`config.mk`:
```
export PLATFORM = sky130hd
export DESIGN_NAME = sdct_core
export DESIGN_NICKNAME = d
export VERILOG_FILES = /design/src/shared/sdct_pkg.sv /design/src/hw/sdct_core.sv
export SDC_FILE = /design/constraint.sdc
export NUM_CORES = 1
export LEC_CHECK = 0
export BUFFER_PORTS_ARGS = -buffer_cell sky130_fd_sc_hd__buf_2
export CAP_MARGIN = 20
export CELL_PAD_IN_SITES_DETAIL_PLACEMENT = 0
export CELL_PAD_IN_SITES_GLOBAL_PLACEMENT = 1
export CORE_MARGIN = 4
export CORE_UTILIZATION = 40
export CTS_CLUSTER_DIAMETER = 150
export DETAILED_ROUTE_END_ITERATION = 6
export HOLD_SLACK_MARGIN = 0.1
export PLACE_DENSITY_LB_ADDON = 0.2
export REMOVE_ABC_BUFFERS = 1
export SYNTH_ARGS = -nofsm -noshare
export SYNTH_HDL_FRONTEND = slang
export SYNTH_SLANG_ARGS = --single-unit
```
`constraint.sdc`:
```
create_clock -name clk_sys -period 6.2 [get_ports clk_sys]
set_clock_uncertainty 0.2 [all_clocks]
set_input_delay 0.31 -clock clk_sys [delete_from_list [all_inputs] [get_ports clk_sys]]
set_output_delay 0.31 -clock clk_sys [all_outputs]
set_load 0.05 [all_outputs]
```
`src/shared/sdct_pkg.sv`:
```
// package for the sdram cycle timing block: commands, latencies, pin groups
// assumes one device clock; controller signals arrive from outside the domain
package sdct_pkg;
    localparam int SDCT_DW = 32;
    localparam int SDCT_NB = 4;
    // command encodings {ras_n, cas_n, we_n} with chip select low
    localparam logic [2:0] SDCT_C_NOP = 3'h7;
    localparam logic [2:0] SDCT_C_ACT = 3'h3;
    localparam logic [2:0] SDCT_C_RD = 3'h5;
    localparam logic [2:0] SDCT_C_WR = 3'h4;
    localparam logic [2:0] SDCT_C_STOP = 3'h6;
    localparam logic [2:0] SDCT_C_PRE = 3'h2;
    localparam logic [2:0] SDCT_C_REF = 3'h1;
    localparam logic [2:0] SDCT_C_LMR = 3'h0;
    // cycle figures
    localparam int SDCT_CCD = 1;
    localparam int SDCT_SUSPEND_ENTRY_LAG = 1;
    localparam int SDCT_SUSPEND_EXIT_LAG = 1;
    localparam int SDCT_WRITE_DATA_LAG = 0;
    localparam int SDCT_DQM_WR_LAG = 0;
    localparam int SDCT_DQM_RD_LAG = 2;
    localparam int SDCT_HIZ_LAT3 = 3;
    localparam int SDCT_HIZ_LAT2 = 2;
    localparam int SDCT_LAT_MAX = 3;
    localparam logic [1:0] SDCT_LAT_TWO = 2'h2;
    localparam logic [1:0] SDCT_LAT_THREE = 2'h3;
    localparam logic [1:0] SDCT_LAT_RESET = 2'h3;
    localparam int SDCT_LAT_LSB = 4;
    localparam int SDCT_MODE_W = 12;
    localparam logic [SDCT_MODE_W-1:0] SDCT_MODE_RESET = 12'h030;

    typedef struct packed {
        logic cs_n;
        logic ras_n;
        logic cas_n;
        logic we_n;
        logic [1:0] bank;
        logic [SDCT_MODE_W-1:0] addr;
    } sdct_cmd_t;

    typedef struct packed {
        logic [SDCT_DW-1:0] dq;
        logic [SDCT_NB-1:0] dqm;
    } sdct_data_t;
endpackage : sdct_pkg

```
`src/hw/sdct_core.sv`:
```
// sdram cycle timing core: command decode, suspend, data and mask latencies
// assumes controller pins arrive asynchronously and are synchronised here;
// the array itself is outside: reads come in as rd_word, writes leave as
// wr_word with a per-byte strobe
// Operation
// - column command accepted every cycle
// - clock enable low suspends one cycle later
// - clock enable high resumes one cycle later
// - write byte mask acts same edge
// - mask affects input data with zero delay
// - read byte mask floats byte two later
// - first write word taken with command
// - new column command one cycle after
// - precharge floats read data three/two later
// - chip select high means no operation
module sdct_core
    import sdct_pkg::*;
(
    input wire logic clk_sys,
    input wire logic rst,
    input wire sdct_pkg::sdct_cmd_t cmd_pin,
    input wire logic cke_pin,
    input wire sdct_pkg::sdct_data_t din_pin,
    input wire logic [SDCT_DW-1:0] rd_word,
    output logic [SDCT_DW-1:0] dq_out,
    output logic [SDCT_NB-1:0] dq_oe_n,
    output logic [SDCT_DW-1:0] wr_word,
    output logic [SDCT_NB-1:0] wr_strobe,
    output logic rd_req,
    output logic suspended,
    output logic [1:0] read_latency
);
    import sdct_pkg::*;

    // two-stage synchronisers; first stage read only by second
    sdct_cmd_t cmd_s1_ff, cmd_ff;
    sdct_data_t din_s1_ff, din_ff;
    logic cke_s1_ff, cke_ff;
    always_ff @(posedge clk_sys or posedge rst)
    begin
        if (rst)
        begin
            cmd_s1_ff <= '1;
            cmd_ff <= '1;
            din_s1_ff <= '0;
            din_ff <= '0;
            cke_s1_ff <= 1'b1;
            cke_ff <= 1'b1;
        end
        else
        begin
            cmd_s1_ff <= cmd_pin;
            cmd_ff <= cmd_s1_ff;
            din_s1_ff <= din_pin;
            din_ff <= din_s1_ff;
            cke_s1_ff <= cke_pin;
            cke_ff <= cke_s1_ff;
        end
    end

    function automatic logic [2:0] decode(input sdct_cmd_t c);
        if (c.cs_n)
            return SDCT_C_NOP;
        return {c.ras_n, c.cas_n, c.we_n};
    endfunction : decode

    // clock enable: sampled low now means suspended from the next cycle
    logic susp_ff, nxt_susp;
    logic active;
    always_comb
    begin
        nxt_susp = ~cke_ff;
    end
    assign active = ~susp_ff;

    logic [2:0] op;
    assign op = active ? decode(cmd_ff) : SDCT_C_NOP;

    // read pipeline: request now, data from the array one cycle later,
    // output after read_latency; mask shifts by the mask lag
    logic [1:0] lat_ff, nxt_lat;
    logic wr_burst_ff, nxt_wr_burst;
    logic [SDCT_LAT_MAX:0] rd_vld_ff, nxt_rd_vld;
    logic [SDCT_NB-1:0] mask_d1_ff, mask_d2_ff, nxt_mask_d1, nxt_mask_d2;
    logic [SDCT_DW-1:0] dq_out_ff, nxt_dq_out;
    logic [SDCT_NB-1:0] oe_n_ff, nxt_oe_n;
    logic [SDCT_DW-1:0] wr_word_ff, nxt_wr_word;
    logic [SDCT_NB-1:0] wr_strobe_ff, nxt_wr_strobe;
    logic rd_req_ff, nxt_rd_req;
    logic [SDCT_DW-1:0] rd_hold_ff, nxt_rd_hold;
    // read pipeline taps at which a word leaves
    localparam int TAP_TWO = int'(SDCT_LAT_TWO) - 1;
    localparam int TAP_THREE = int'(SDCT_LAT_THREE) - 1;

    always_comb
    begin
        nxt_lat = lat_ff;
        nxt_wr_burst = wr_burst_ff;
        nxt_rd_vld = rd_vld_ff;
        nxt_mask_d1 = mask_d1_ff;
        nxt_mask_d2 = mask_d2_ff;
        nxt_dq_out = dq_out_ff;
        nxt_oe_n = oe_n_ff;
        nxt_wr_word = wr_word_ff;
        nxt_wr_strobe = '0;
        nxt_rd_req = 1'b0;
        if (active)
        begin
            nxt_rd_vld = {rd_vld_ff[SDCT_LAT_MAX-1:0], 1'b0};
            nxt_mask_d1 = din_ff.dqm;
            nxt_mask_d2 = mask_d1_ff;
            unique case (op)
                SDCT_C_LMR:
                    nxt_lat = cmd_ff.addr[SDCT_LAT_LSB +: 2];
                SDCT_C_RD:
                begin
                    nxt_rd_req = 1'b1;
                    nxt_rd_vld[0] = 1'b1;
                    nxt_wr_burst = 1'b0;
                end
                SDCT_C_WR:
                    nxt_wr_burst = 1'b1;
                SDCT_C_STOP:
                    nxt_wr_burst = 1'b0;
                SDCT_C_PRE:
                begin
                    // words already asked for still come out, so
                    // the pins float read_latency cycles after this
                    nxt_wr_burst = 1'b0;
                end
                default:
                    nxt_wr_burst = wr_burst_ff;
            endcase
            // data and mask taken on the command edge itself
            if (op == SDCT_C_WR || (wr_burst_ff && op == SDCT_C_NOP))
            begin
                nxt_wr_word = din_ff.dq;
                nxt_wr_strobe = ~din_ff.dqm;
            end
            // output stage
            if (lat_ff == SDCT_LAT_TWO && rd_vld_ff[TAP_TWO])
            begin
                nxt_dq_out = rd_word;
                nxt_oe_n = mask_d2_ff;
            end
            else if (lat_ff == SDCT_LAT_THREE && rd_vld_ff[TAP_THREE])
            begin
                nxt_dq_out = rd_hold_ff;
                nxt_oe_n = mask_d2_ff;
            end
            else
                nxt_oe_n = '1;
        end
    end

    always_ff @(posedge clk_sys or posedge rst)
    begin
        if (rst)
        begin
            susp_ff <= 1'b0;
            lat_ff <= SDCT_LAT_RESET;
            wr_burst_ff <= 1'b0;
            rd_vld_ff <= '0;
            mask_d1_ff <= '0;
            mask_d2_ff <= '0;
            dq_out_ff <= '0;
            oe_n_ff <= '1;
            wr_word_ff <= '0;
            wr_strobe_ff <= '0;
            rd_req_ff <= 1'b0;
        end
        else
        begin
            susp_ff <= nxt_susp;
            lat_ff <= nxt_lat;
            wr_burst_ff <= nxt_wr_burst;
            rd_vld_ff <= nxt_rd_vld;
            mask_d1_ff <= nxt_mask_d1;
            mask_d2_ff <= nxt_mask_d2;
            dq_out_ff <= nxt_dq_out;
            oe_n_ff <= nxt_oe_n;
            wr_word_ff <= nxt_wr_word;
            wr_strobe_ff <= nxt_wr_strobe;
            rd_req_ff <= nxt_rd_req;
        end
    end

    // array word stands one cycle only; latency three needs it one longer
    always_comb
    begin
        nxt_rd_hold = rd_hold_ff;
        if (active && rd_vld_ff[TAP_TWO])
        begin
            nxt_rd_hold = rd_word;
        end
    end

    always_ff @(posedge clk_sys or posedge rst)
    begin
        if (rst)
        begin
            rd_hold_ff <= '0;
        end
        else
        begin
            rd_hold_ff <= nxt_rd_hold;
        end
    end

    assign dq_out = dq_out_ff;
    assign dq_oe_n = oe_n_ff;
    assign wr_word = wr_word_ff;
    assign wr_strobe = wr_strobe_ff;
    assign rd_req = rd_req_ff;
    assign suspended = susp_ff;
    assign read_latency = lat_ff;
endmodule : sdct_core

```
# Word-level counts from Yosys, hierarchy flattened
# Cells that the tools add are included.
[classes] n_eq_ne=7 n_mux=13 bitwise_logic=3 n_reduce_logical=13
[op_table] operator="2-to-1 mux 32 bit" count=2
[op_table] operator="2-to-1 mux 4 bit" count=4
[op_table] operator="== test 3 bit, second input constant" count=4
[op_table] operator="2-to-1 mux 3 bit" count=3
[op_table] operator="AND reduction 2 bit" count=4
[op_table] operator="== test 2 bit, second input constant" count=2
[op_table] operator="logical AND 1 bit" count=4
[op_table] operator="NOT 4 bit" count=1
[op_table] operator="nonzero test 2 bit" count=2
[op_table] operator="== test 3 x 2 -> 1 bit, second input constant" count=1
[op_table] operator="zero test 3 bit" count=1
[op_table] operator="2-to-1 mux 1 bit" count=3
[op_table] operator="OR reduction 3 bit" count=1
[op_table] operator="NOT 1 bit" count=2
[op_table] operator="one-hot mux 1 bit (2 select lines)" count=1
[op_table] operator="logical OR 1 bit" count=1
[word_totals] regBits=214 inputBits=89 out_inout_bits=76 elab_cells=64

# Longest topological paths before layout
# Gate-level depths: netlist of the first run.
[depth] word_depth=8 ltp_mapped=5 depth_no_buf=3

# Least setup slack after synthesis of the first run
# No wires, ideal clock.
[synth_path] path_kind="reg-to-reg" start="register lat_ff[0] (netlist: read_latency[0])" end="register dq_out_ff[10] (netlist: dq_out[10])" setup_ns=0.125 t_arrival_ns=1.882 t_required_ns=5.875 setup_slack_ns=3.993 stages_incl_launch_ff=5 path_buffers=1 cell_sequence="dfstp_2 nand3b_1 clkbuf_1 mux2_2 mux2_2"
[synth_via] elab_chain_cells=4
[synth_lines] item="from (decl)" line_no="sdct_core.sv:81" source="logic [1:0] lat_ff, nxt_lat;"
[synth_lines] item="from (signal assigned)" line_no="sdct_core.sv:175" source="lat_ff <= nxt_lat;"
[synth_lines] item="== test 2 bit (on tied branches)" line_no="sdct_core.sv:141, sdct_core.sv:146"
[synth_lines] item="logical AND 1 bit (on tied branches)" line_no="sdct_core.sv:141, sdct_core.sv:146"
[synth_lines] item="nonzero test 2 bit (no source line)"
[synth_lines] item="AND reduction 2 bit (no source line)"
[synth_lines] item="to (signal assigned)" line_no="sdct_core.sv:180" source="dq_out_ff <= nxt_dq_out;"
[synth_lines] item="to (decl)" line_no="sdct_core.sv:85" source="logic [SDCT_DW-1:0] dq_out_ff, nxt_dq_out;"
# Parallel ways exist; a longest one is shown, timed or not.
# A chain may end at the register's enable or synchronous reset.

# Worst setup path in the final report of the first run
[layout_path] start="register susp_ff (netlist: suspended)" end="register dq_out_ff[1] (netlist: dq_out[1])"
[layout_via] elab_chain_cells=2
[layout_lines] item="from (decl)" line_no="sdct_core.sv:68" source="logic susp_ff, nxt_susp;"
[layout_lines] item="from (signal assigned)" line_no="sdct_core.sv:174" source="susp_ff <= nxt_susp;"
[layout_lines] item="NOT 1 bit (no source line)"
[layout_lines] item="AND reduction 2 bit (no source line)"
# No other way between the ends.

==> reports/results.ini, run 1 <==
[worst_setup_path]
critPathBufInv=1
slowest_stage=nor3b_2
critPathMaxFanout=29
worst-setup-path-type=reg -> reg
critical_path_required_ns=6.38
cp_cell_sequence=nor3b_2 > buf_4 > mux2_2
crit_arrival_ns=2.76
critPathLaunchType=flip-flop
cpPeakStageDelay_ns=0.68
crit_family=simple AND/OR/NAND/NOR gates
end_kind=flip-flop

[global_route]
antenna_found_initial=0
grt_start_max_net_pins=148
grt_use_total=0.1367
grt_pass1_wl_mm=22.15
first_global_vias=4367
grt_overflow=0

[finish]
drive_gt1_frac=0.5311
syn_to_final_growth_pct=35.31
final_cell_area_sq_um=9557
antennaDiodeCount=0
fin_nets=731
fill_cells=1439

[sta]
finalSetupViolCount=0
worst_slew_pin_slew_ns=0.9590
hold_viol_final=0
fin_hold_ws_ns=0.1424
max_freq_mhz=387.3
fin_crit_ns=2.582
finalMaxSlewViolations=0
fin_crit_sh=0.4164
final.setup.tns_ns=0
rsz0062_at_grt=false
max_slew_margin=0.3607

[min_path]
hp-class=reg -> reg

[clock_tree]
htreeDepth=1
cts_resized=0
path_clk_slew_ns=0.06
clockBufferDepth=3
cts_buffers=23
root_buffer=clkbuf_16
clock_latency_ns=0.50
cts_tree=yes
cts.sinks=206
postCtsSetupBuffers=0

[floorplan]
die-area_sq_um=19850
start_util=0.4083
core_sq_um=17300
fp.dieH_microns=140.9
rows=48
die_x_microns=140.9
io_pins=165

[routing]
met2_length_mm=6.147
num_vias=4011
ant_nets=0
wl_met3_mm=1.090
via_per_inst=4.537
top_layer=met4
drt-met1-wl_mm=5.803
drt-pass1-iter-count=4
routedWlPerCell_microns=15.08
drt_iter0_markers=111
drc=0
routed_wl_mm=13.33

[pwr]
clkPwrFrac=0.309
combPwrFrac=0.271
p_seq_frac=0.420
p_sw_mw=1.372
power_density_nw_per_um2=433.4
swShare=0.3312
leakagePower_nw=4.489
ir_worst_vdd_v=0.0002663
cellInternalPower_mw=2.770

[logic_synthesis]
synth_cells=400
syn_area_per_cell_sq_um=17.66
synth_cell_types=23
synth_seq_area_share=0.7334
syn_area_sq_um=7063
yosysWarnings=0
ys_seq_elements=206

[flow_run]
drv_cap=0

[placement]
placed_area_sq_um=8069
io_buffers=152
dpl.hpwl_mm=8.177
place_congestion=0.6810

[run_status]
outcome=completed

[layout by cell type, fill, tap and decap left out, types with 2 or more instances in the layout]
| cell type | Yosys | final |
|---|---|---|
| a21oi_1 | 6 | 6 |
| buf_2 | 3 | 152 |
| buf_4 | 0 | 5 |
| clkbuf_1 | 9 | 10 |
| clkbuf_16 | 0 | 23 |
| clkbuf_8 | 0 | 3 |
| clkinv_2 | 0 | 3 |
| dfrtp_1 | 186 | 186 |
| dfstp_2 | 20 | 20 |
| dlygate4sd3_1 | 0 | 76 |
| inv_1 | 7 | 6 |
| mux2_1 | 2 | 2 |
| mux2_2 | 137 | 137 |
| nand2_1 | 4 | 4 |
| nand3b_1 | 2 | 2 |
| nor2_1 | 2 | 2 |
| nor2b_1 | 8 | 8 |
| nor3_1 | 2 | 2 |
[Yosys cell counts (all sizes together)]
library cell / count / area [sq um]
clkbuf: 9 / 33.78
nand4: 1 / 6.260
mux2: 139 / 1565
dfrtp: 186 / 4654
nor2: 2 / 7.510
nor3: 2 / 10.01
nand2b: 1 / 6.260
buf: 7 / 52.54
inv: 7 / 26.28
or4b: 1 / 13.76
dfstp: 20 / 525.5
a21oi: 6 / 30.03
a21o: 1 / 7.510
nand2: 4 / 15.01
mux2i: 1 / 10.01
nand3b: 2 / 15.01
nor3b: 1 / 7.510
a31oi: 1 / 21.27
nor2b: 8 / 50.05
o21ai: 1 / 5.000
[per-layer routing]
layer	vias up	GRT usage
met3	25	0.04376
li1	1861	-
met5	-	0
met2	132	0.2215
met1	1993	0.1802
met4	0	0.03417
[repair_timing]
action / CTS / global route
hold buffers: 76 / 0
endpoints found under the setup margin: 0 / 0
endpoints found under the hold margin: 233 / 0
[kinds of logic after synthesis]
| logic type | after synthesis | share of synthesized area |
|---|---|---|
| AO/OA/AOI/OAI | 9 | 0.009034 |
| AND/OR/NAND/NOR | 22 | 0.01860 |
| flip-flops | 206 | 0.7334 |
| buffers and inverters | 23 | 0.01594 |
| multiplexers | 140 | 0.2230 |
[worst reg2reg max path, cell delays in order, from the launching register on]
cell and delay, ns:
dfrtp_1 0.67, nor3b_2 0.69, buf_4 0.50, mux2_2 0.41
[path summary, 6_finish.rpt]
check,startpoint,end,slack [ns],depth (start not counted)
worst max-delay path,suspended$_DFF_PP0_,dq_out[1]$_DFFE_PP0P_,3.62,3
min in group asynchronous,rst,wr_word[6]$_DFFE_PP0P_,0.35,3
worst min-delay path,din_s1_ff[11]$_DFF_PP0_,din_ff[11]$_DFF_PP0_,0.14,0
max in group asynchronous,rst,dq_out[1]$_DFFE_PP0P_,4.03,4
worst max register to register,suspended$_DFF_PP0_,dq_out[1]$_DFFE_PP0P_,3.62,3
worst min register to register,din_s1_ff[11]$_DFF_PP0_,din_ff[11]$_DFF_PP0_,0.14,0
[flip-flops by register name, summed over array words and instances (netlist names), 3 cells and up]
signal / count
dq_oe_n: 4
cmd_ff: 6
dq_out: 32
rd_vld_ff: 3
rd_hold_ff: 32
mask_d1_ff: 4
cmd_s1_ff: 6
din_s1_ff: 36
wr_word: 32
din_ff: 36
mask_d2_ff: 4
wr_strobe: 4
[power by group through the flow]
stage	Sequential [mW]	Combinational, mW	Clock, mW
floorplan	2.27	0.313	0
finish	1.74	1.12	1.28
detailed placement	1.76	1.10	0
global route	1.77	1.19	1.38
global placement	1.74	1.08	0
CTS	1.74	1.14	1.33
[final cells by class]
class,count,area (sq um),area share
Sequential cell,206,5180,0.5420
Multi-Input combinational cell,171,1775,0.1858
Timing Repair Buffer,233,1559,0.1631
Clock buffer,36,654.4,0.06847
Tap cell,225,281.5,0.02946
Clock inverter,6,72.57,0.007594
Inverter,7,33.78,0.003535
[through the flow]
step,power [mW],setup slack (ns),std cells,util
after floorplan,2.580,0.09897,384,-
after global placement,2.823,3.524,766,0.4665
after detailed placement,2.858,3.505,766,0.4665
after CTS,4.207,3.495,884,0.5525
after global routing,4.344,3.415,884,0.5525
final,4.141,3.618,884,0.5525
Note: power is estimated with default switching activity, not from simulation.
==> run 2, diff against run 1 <==
--- a/config.mk
+++ b/config.mk
@@ -5,12 +5,13 @@
 export SDC_FILE = /design/constraint.sdc
 export NUM_CORES = 1
 export LEC_CHECK = 0
+export ABC_AREA = 1
 export BUFFER_PORTS_ARGS = -buffer_cell sky130_fd_sc_hd__buf_2
 export CAP_MARGIN = 20
 export CELL_PAD_IN_SITES_DETAIL_PLACEMENT = 0
 export CELL_PAD_IN_SITES_GLOBAL_PLACEMENT = 1
 export CORE_MARGIN = 4
-export CORE_UTILIZATION = 40
+export CORE_UTILIZATION = 41
 export CTS_CLUSTER_DIAMETER = 150
 export DETAILED_ROUTE_END_ITERATION = 6
 export HOLD_SLACK_MARGIN = 0.1
==> constraint.sdc (replaced) <==
create_clock -name clk_sys -period 2.5 [get_ports clk_sys]
set_clock_uncertainty 0.2 [all_clocks]
set_input_delay 0.125 -clock clk_sys [delete_from_list [all_inputs] [get_ports clk_sys]]
set_output_delay 0.125 -clock clk_sys [all_outputs]
set_load 0.05 [all_outputs]
==> run 2 against run 1 <==
Net effect:
- critical path depth up 3
- sequential share of layout area down 2.9 points
- largest power group unchanged
- power rose to 2.6 times the previous value
- register-to-register slack worse by 3.3 ns
- highest routed layer unchanged
- global-route usage up 2.8 points
- setup slack worse by 3.3 ns
- first-iteration DRC count up 81%
- flip-flop and latch count unchanged
- final cell count up 33%
- synthesized area up 0.57%
==> reports/results.ini, run 2 <==
[finish]
fin_cells=1178  ; +33%
fin_nets=1031  ; +41%
final_util=0.6019  ; +0.04942
final_common_cell=nand2_1
layout_common_cells=nand2_1, dfrtp_1, buf_2, dlygate4sd3_1, o21ai_0
antennaDiodeCount=0  ; unchanged
reg.largest.list=din_ff (36), din_s1_ff (36)
drive_gt1_frac=0.2411  ; -0.2900
syn_to_final_growth_pct=42.03

[global_route]
grt_start_max_net_pins=70  ; -53%
grt_pass1_wl_mm=26.97  ; +22%
antenna_found_initial=0  ; unchanged
grt_overflow=0  ; unchanged
first_global_vias=5488  ; +26%
grt_use_total=0.1652  ; +0.02850

[sta]
max_slew_margin=0.6129  ; +0.2522
finalSetupViolCount=0  ; unchanged
fin_hold_ws_ns=0.1325  ; -0.009926 ns
rsz0062_at_grt=false
worst_slew_pin_slew_ns=0.5807  ; -0.3783 ns
fin_crit_sh=0.8555  ; +0.4391
setup_ws_ns=0.3612  ; -3.257 ns
finalMaxSlewViolations=0  ; unchanged
fin_crit_ns=2.139  ; -0.4431 ns
max_freq_mhz=467.6  ; +21%
final.setup.tns_ns=0  ; unchanged
hold_viol_final=0  ; unchanged

[logic_synthesis]
synth_edf_count=0  ; unchanged
synth_seq_area_share=0.7293  ; -0.004134
ys_seq_elements=206  ; unchanged
synth-simple-area-share=0.1717  ; +0.1531
async_reset_ff_frac=1.000  ; unchanged
yosysMostFrequentCell=nand2_1
yosysTopAreaCell=dfrtp_1
synth_cells=664  ; +66%
synth_top_cell_area_share=0.6553  ; -0.003715
syn_area_per_cell_sq_um=10.70  ; -39%
syn_area_sq_um=7103  ; +0.57%
synth_mux_area_frac=0  ; -0.2230
synthXorXnorAreaFrac=0  ; unchanged
yosys-top-cells-area=dfrtp_1, nand2_1, dfstp_2
yosys.area_share.adder=0  ; unchanged
synth_top_family_by_area=simple AND/OR/NAND/NOR gates
synth_common_cells=nand2_1, dfrtp_1, o21ai_0
synth_cell_types=18  ; -22%
synth_ff_type=dfrtp_1
synth-compound-area-share=0.05320  ; +0.04416
yosysWarnings=0  ; unchanged

[pwr]
swShare=0.3578  ; +0.02662
clkPwrFrac=0.306  ; -0.003
power_density_nw_per_um2=1058  ; +140%
p_seq_frac=0.413  ; -0.007
ir_worst_vdd_v=0.0008055  ; +200%
cellInternalPower_mw=6.853  ; +150%
combPwrFrac=0.281  ; +0.010
p_sw_mw=3.819  ; +180%
leakagePower_nw=5.145  ; +15%

[worst_setup_path]
critPathLaunchType=flip-flop
crit_arrival_ns=2.31  ; -0.45 ns
reg2reg_from=suspended$_DFF_PP0_
r2r_setup_slack_ns=0.36  ; -3.26 ns
end_kind=flip-flop
cp-endpoint=wr_word[23]$_DFFE_PP0P_
critPathMaxFanout=36  ; +24%
worst-setup-path-type=reg -> reg
r2r_cells=6  ; +3
critical_path_required_ns=2.67  ; -3.71 ns
cp-startpoint=suspended$_DFF_PP0_
reg2reg_to=wr_word[23]$_DFFE_PP0P_

[routing]
via_per_inst=4.541  ; about the same
ant_nets=0  ; unchanged
drt_iter0_markers=201  ; +81%
routedWlPerCell_microns=13.57  ; -10%
num_vias=5349  ; +33%
drc=0  ; unchanged
drt-pass1-iter-count=4  ; unchanged
routed_wl_mm=15.99  ; +20%

[floorplan]
rows=47  ; -2.1%
io_pins=165  ; unchanged
die-area_sq_um=19490  ; -1.8%
die_x_microns=139.6  ; -0.89%
start_util=0.4238  ; +0.01547
fp.dieH_microns=139.6  ; -0.89%
core_sq_um=16760  ; -3.1%

[clock_tree]
root_buffer=clkbuf_16
clockBufferDepth=3  ; unchanged
postCtsSetupBuffers=0  ; unchanged
clock_latency_ns=0.48  ; -0.02 ns
path_clk_slew_ns=0.06  ; about the same
htreeDepth=1  ; unchanged
cts_tree=yes
cts_buffers=22  ; -4.3%
cts.sinks=206  ; unchanged

[placement]
dpl.hpwl_mm=9.444  ; +15%
dpl_worst_slack_ns=0.3445  ; -3.160 ns
io_buffers=152  ; unchanged
place_congestion=0.7339  ; +7.8%
dpl.cell_count=1018  ; +33%

[flow_run]
drv_cap=0  ; unchanged

[run_status]
outcome=completed

[min_path]
hp-class=in -> reg

-- run 2: cell types whose count changed after synthesis, sizes merged, moves of 8 or more --
| cell | delta |
|---|---|
| buf | +13 |
| mux2 | -139 |
| nand2 | +257 |
| nand3 | +36 |
| o21ai | +68 |
| nor2b | -8 |
| inv | +40 |
-- run 2: per-stage QoR --
step | power, mW | cell area [sq um]
2_1_floorplan | 6.560 | 6954
3_3_place_gp | 7.279 | 8128
3_5_place_dp | 7.341 | 8128
4_1_cts | 10.81 | 10050
5_1_grt | 11.25 | 10090
6_report | 10.67 | 10090
-- run 2: worst max-delay path: stages (launching register included) --
cell     delay [ns]
dfrtp_1        0.51
nor2_2         0.21
nand3_1        0.18
nand2_2        0.34
nand2_4        0.34
nand2_1        0.16
nand2_1        0.07
-- run 2: per-layer routing --
metal / vias to the layer above / part of all wire / global-route usage / wire, microns
met4: 0 / 0.021 / 0.04080 / 329
met2: 149 / 0.47 / 0.2723 / 7525
met5: - / 0 / 0 / 0
met3: 29 / 0.060 / 0.03328 / 955
li1: 2620 / - / - / -
met1: 2551 / 0.45 / 0.2275 / 7177
-- run 2: cell type report --
cell class	count	area (sq um)
flip-flops and latches	206	5180
clock inverters	7	88.84
multi-input cells	380	1605
inverters	47	183.9
fillers	1411	6671
clock buffers	33	653.1
repair buffers	285	2102
well taps	220	275.3
-- run 2: cells by family after synthesis --
kind of cell           Yosys count
and+or+nand+nor                306
DFF                            206
AOI/OAI and AO/OA               74
buffers and inverters           78
-- run 2: how the worst min path moves through the flow --
stage | start | to | slack [ns] | cells after the start
5_1_grt | din_pin[10] | din_s1_ff[10]$_DFF_PP0_ | 0.15 | 2
3_3_place_gp | rst | din_s1_ff[18]$_DFF_PP0_ | -0.008 | 2
2_1_floorplan | cke_pin | cke_s1_ff$_DFF_PP1_ | -0.07 | 0
4_1_cts | din_pin[29] | din_s1_ff[29]$_DFF_PP0_ | 0.10 | 2
3_5_place_dp | rst | din_s1_ff[18]$_DFF_PP0_ | -0.00004 | 2
6_report | din_pin[10] | din_s1_ff[10]$_DFF_PP0_ | 0.13 | 2
-- run 2: power by group through the flow --
stage	logic [mW]	clock network, mW	registers (mW)
floorplan	0.727	0	5.83
global placement	2.85	0	4.43
detailed placement	2.89	0	4.46
CTS	3.04	3.36	4.41
global route	3.25	3.50	4.49
finish	3.00	3.26	4.41
-- run 2: timing repair --
action | in CTS | in global routing
hold endpoints to repair | 300 | 1
resized for setup | 0 | 0
hold buffers | 118 | 1
==> run 3, diff against run 2 <==
--- a/config.mk
+++ b/config.mk
@@ -6,17 +6,18 @@
 export NUM_CORES = 1
 export LEC_CHECK = 0
 export ABC_AREA = 1
+export ABC_CLOCK_PERIOD_IN_PS = 2500
 export BUFFER_PORTS_ARGS = -buffer_cell sky130_fd_sc_hd__buf_2
 export CAP_MARGIN = 20
 export CELL_PAD_IN_SITES_DETAIL_PLACEMENT = 0
 export CELL_PAD_IN_SITES_GLOBAL_PLACEMENT = 1
-export CORE_MARGIN = 4
 export CORE_UTILIZATION = 41
 export CTS_CLUSTER_DIAMETER = 150
 export DETAILED_ROUTE_END_ITERATION = 6
 export HOLD_SLACK_MARGIN = 0.1
 export PLACE_DENSITY_LB_ADDON = 0.2
 export REMOVE_ABC_BUFFERS = 1
+export SETUP_SLACK_MARGIN = 0.15
 export SYNTH_ARGS = -nofsm -noshare
 export SYNTH_HDL_FRONTEND = slang
 export SYNTH_SLANG_ARGS = --single-unit
==> run 3 against run 2 <==
Net effect:
- critical path depth is the same
- global-route usage rose by 2.2 points
- design area hardly changed
- via count is essentially flat
- highest routed layer unchanged
- final cell count is 0.34% lower
- setup slack improved by 0.087 ns
- register-to-register slack better by 0.09 ns
- flip-flop and latch count unchanged
- critical endpoint is now wr_word[22]$_DFFE_PP0P_
- clock power increased by 3%
==> reports/results.ini, run 3 (same netlist as run 2, synthesis figures left out) <==
[clock_tree]
cts_tree=yes
clock_latency_ns=0.50  ; +0.02 ns
root_buffer=clkbuf_16
htreeDepth=1  ; unchanged
clockBufferDepth=3  ; unchanged
path_clk_slew_ns=0.06  ; about the same
cts_buffers=22  ; unchanged
postCtsSetupBuffers=0  ; unchanged
cts.sinks=206  ; unchanged

[pwr]
p_seq_frac=0.409  ; -0.004
combPwrFrac=0.279  ; -0.002
cellInternalPower_mw=6.936  ; +1.2%
p_sw_mw=3.833  ; +0.37%
leakagePower_nw=5.146  ; about the same
p_total_mw=10.77  ; +0.90%
ir_worst_vdd_v=0.0006564  ; -19%
swShare=0.3559  ; -0.001907
power_density_nw_per_um2=1066  ; +0.82%
clkPwrFrac=0.312  ; +0.006

[placement]
dpl.cell_count=1015  ; -0.29%
place_congestion=0.7545  ; +2.8%
dpl.hpwl_mm=9.133  ; -3.3%
io_buffers=152  ; unchanged

[global_route]
grt_use_total=0.1876  ; +0.02246
grt_overflow=0  ; unchanged
grt_pass1_wl_mm=26.87  ; -0.39%
first_global_vias=5376  ; -2.0%
grt_start_max_net_pins=78  ; +11%
antenna_found_initial=0  ; unchanged

[run_status]
outcome=completed

[worst_setup_path]
crit_family=simple AND/OR/NAND/NOR gates
end_kind=flip-flop
slowest_stage=dfrtp_1
critPathMaxFanout=36  ; unchanged
critical_path_required_ns=2.67  ; about the same
r2r_cells=6  ; unchanged
critPathBufInv=0  ; unchanged
cp_cell_sequence=nor2_2 > nand3_1 > nand2_2 > nand2_4 > nand2_1 > nand2_1
crit_arrival_ns=2.23  ; -0.08 ns
cpPeakStageDelay_ns=0.49  ; -0.02 ns
critPathLaunchType=flip-flop
cp.depth=6  ; unchanged
worst-setup-path-type=reg -> reg
path_common_cell=nand2_1

[routing]
drc=0  ; unchanged
ant_nets=0  ; unchanged
drt-pass1-iter-count=4  ; unchanged
routed_wl_mm=15.74  ; -1.5%
routedWlPerCell_microns=13.41  ; -1.2%
drt_iter0_markers=233  ; +16%
via_per_inst=4.553  ; +0.27%
num_vias=5345  ; -0.075%

[floorplan]
fp.dieH_microns=133.6  ; -4.3%
core_sq_um=16760  ; unchanged
die_x_microns=133.6  ; -4.3%
die-area_sq_um=17850  ; -8.4%
rows=47  ; unchanged
io_pins=165  ; unchanged
start_util=0.4238  ; unchanged

[sta]
fin_crit_sh=0.8207  ; -0.03486
max_freq_mhz=487.4  ; +4.2%
max_slew_margin=0.6166  ; +0.003745
rsz0062_at_grt=false
fin_crit_ns=2.052  ; -0.08716 ns
final.setup.tns_ns=0  ; unchanged
worst_slew_pin_slew_ns=0.5751  ; -0.005617 ns
finalMaxSlewViolations=0  ; unchanged
finalSetupViolCount=0  ; unchanged
hold_viol_final=0  ; unchanged

[finish]
layout_common_cells=nand2_1, dfrtp_1, buf_2, dlygate4sd3_1, o21ai_0
antennaDiodeCount=0  ; unchanged
fin_nets=1027  ; -0.39%
fin_cells=1174  ; -0.34%
reg.largest.list=din_ff (36), din_s1_ff (36)
final_common_cell=nand2_1
drive_gt1_frac=0.2411  ; about the same
final_util=0.6025  ; about the same
syn_to_final_growth_pct=42.15  ; about the same
fill_cells=1354  ; -4.0%

[min_path]
hp-class=in -> reg
holdPathStages=2  ; unchanged

[flow_run]
drv_cap=0  ; unchanged

## run 3: path summary, 6_finish.rpt
kind,start,to,slack (ns)
worst min-delay path,din_pin[34],din_s1_ff[34]$_DFF_PP0_,0.11
max in group asynchronous,rst,dq_out[31]$_DFFE_PP0P_,0.68
min in group asynchronous,rst,din_ff[13]$_DFF_PP0_,0.68
worst max register to register,suspended$_DFF_PP0_,wr_word[22]$_DFFE_PP0P_,0.45
worst max-delay path,suspended$_DFF_PP0_,wr_word[22]$_DFFE_PP0P_,0.45
worst min register to register,din_s1_ff[0]$_DFF_PP0_,din_ff[0]$_DFF_PP0_,0.14
## run 3: per-layer routing
metal	vias to the layer above	track usage	wire (microns)
met3	28	0.03349	809
met5	-	0	0
met1	2561	0.2586	7196
met2	144	0.3053	7390
li1	2612	-	-
met4	0	0.05429	344
## run 3: final cells by class
cell class,instances,area [sq um],area share
clock buffers,34,686.9,0.06803
clock inverters,6,83.83,0.008302
repair buffers,281,2082,0.2062
well taps,220,275.3,0.02726
multi-input cells,380,1605,0.1590
inverters,47,183.9,0.01822
flip-flops and latches,206,5180,0.5130
## run 3: metrics by stage
| step | setup WS, ns | area, sq um | hold WS [ns] |
|---|---|---|---|
| 2_1_floorplan | -3.416 | 6954 | -0.07052 |
| 3_3_place_gp | 0.4487 | 8118 | 0.02602 |
| 3_5_place_dp | 0.3764 | 8118 | 0.03203 |
| 4_1_cts | 0.3862 | 10060 | 0.1010 |
| 5_1_grt | 0.2177 | 10100 | 0.1078 |
| 6_report | 0.4484 | 10100 | 0.1133 |
## run 3: power groups by stage
stage	Sequential, mW	Clock [mW]	Combinational [mW]
floorplan	5.83	0	0.727
global placement	4.43	0	2.83
detailed placement	4.45	0	2.88
CTS	4.40	3.44	3.03
global route	4.50	3.60	3.26
finish	4.40	3.36	3.01
## run 3: timing repair
action	in CTS	in global routing
hold buffers	117	1
hold endpoints to repair	296	1
resized for setup	0	0
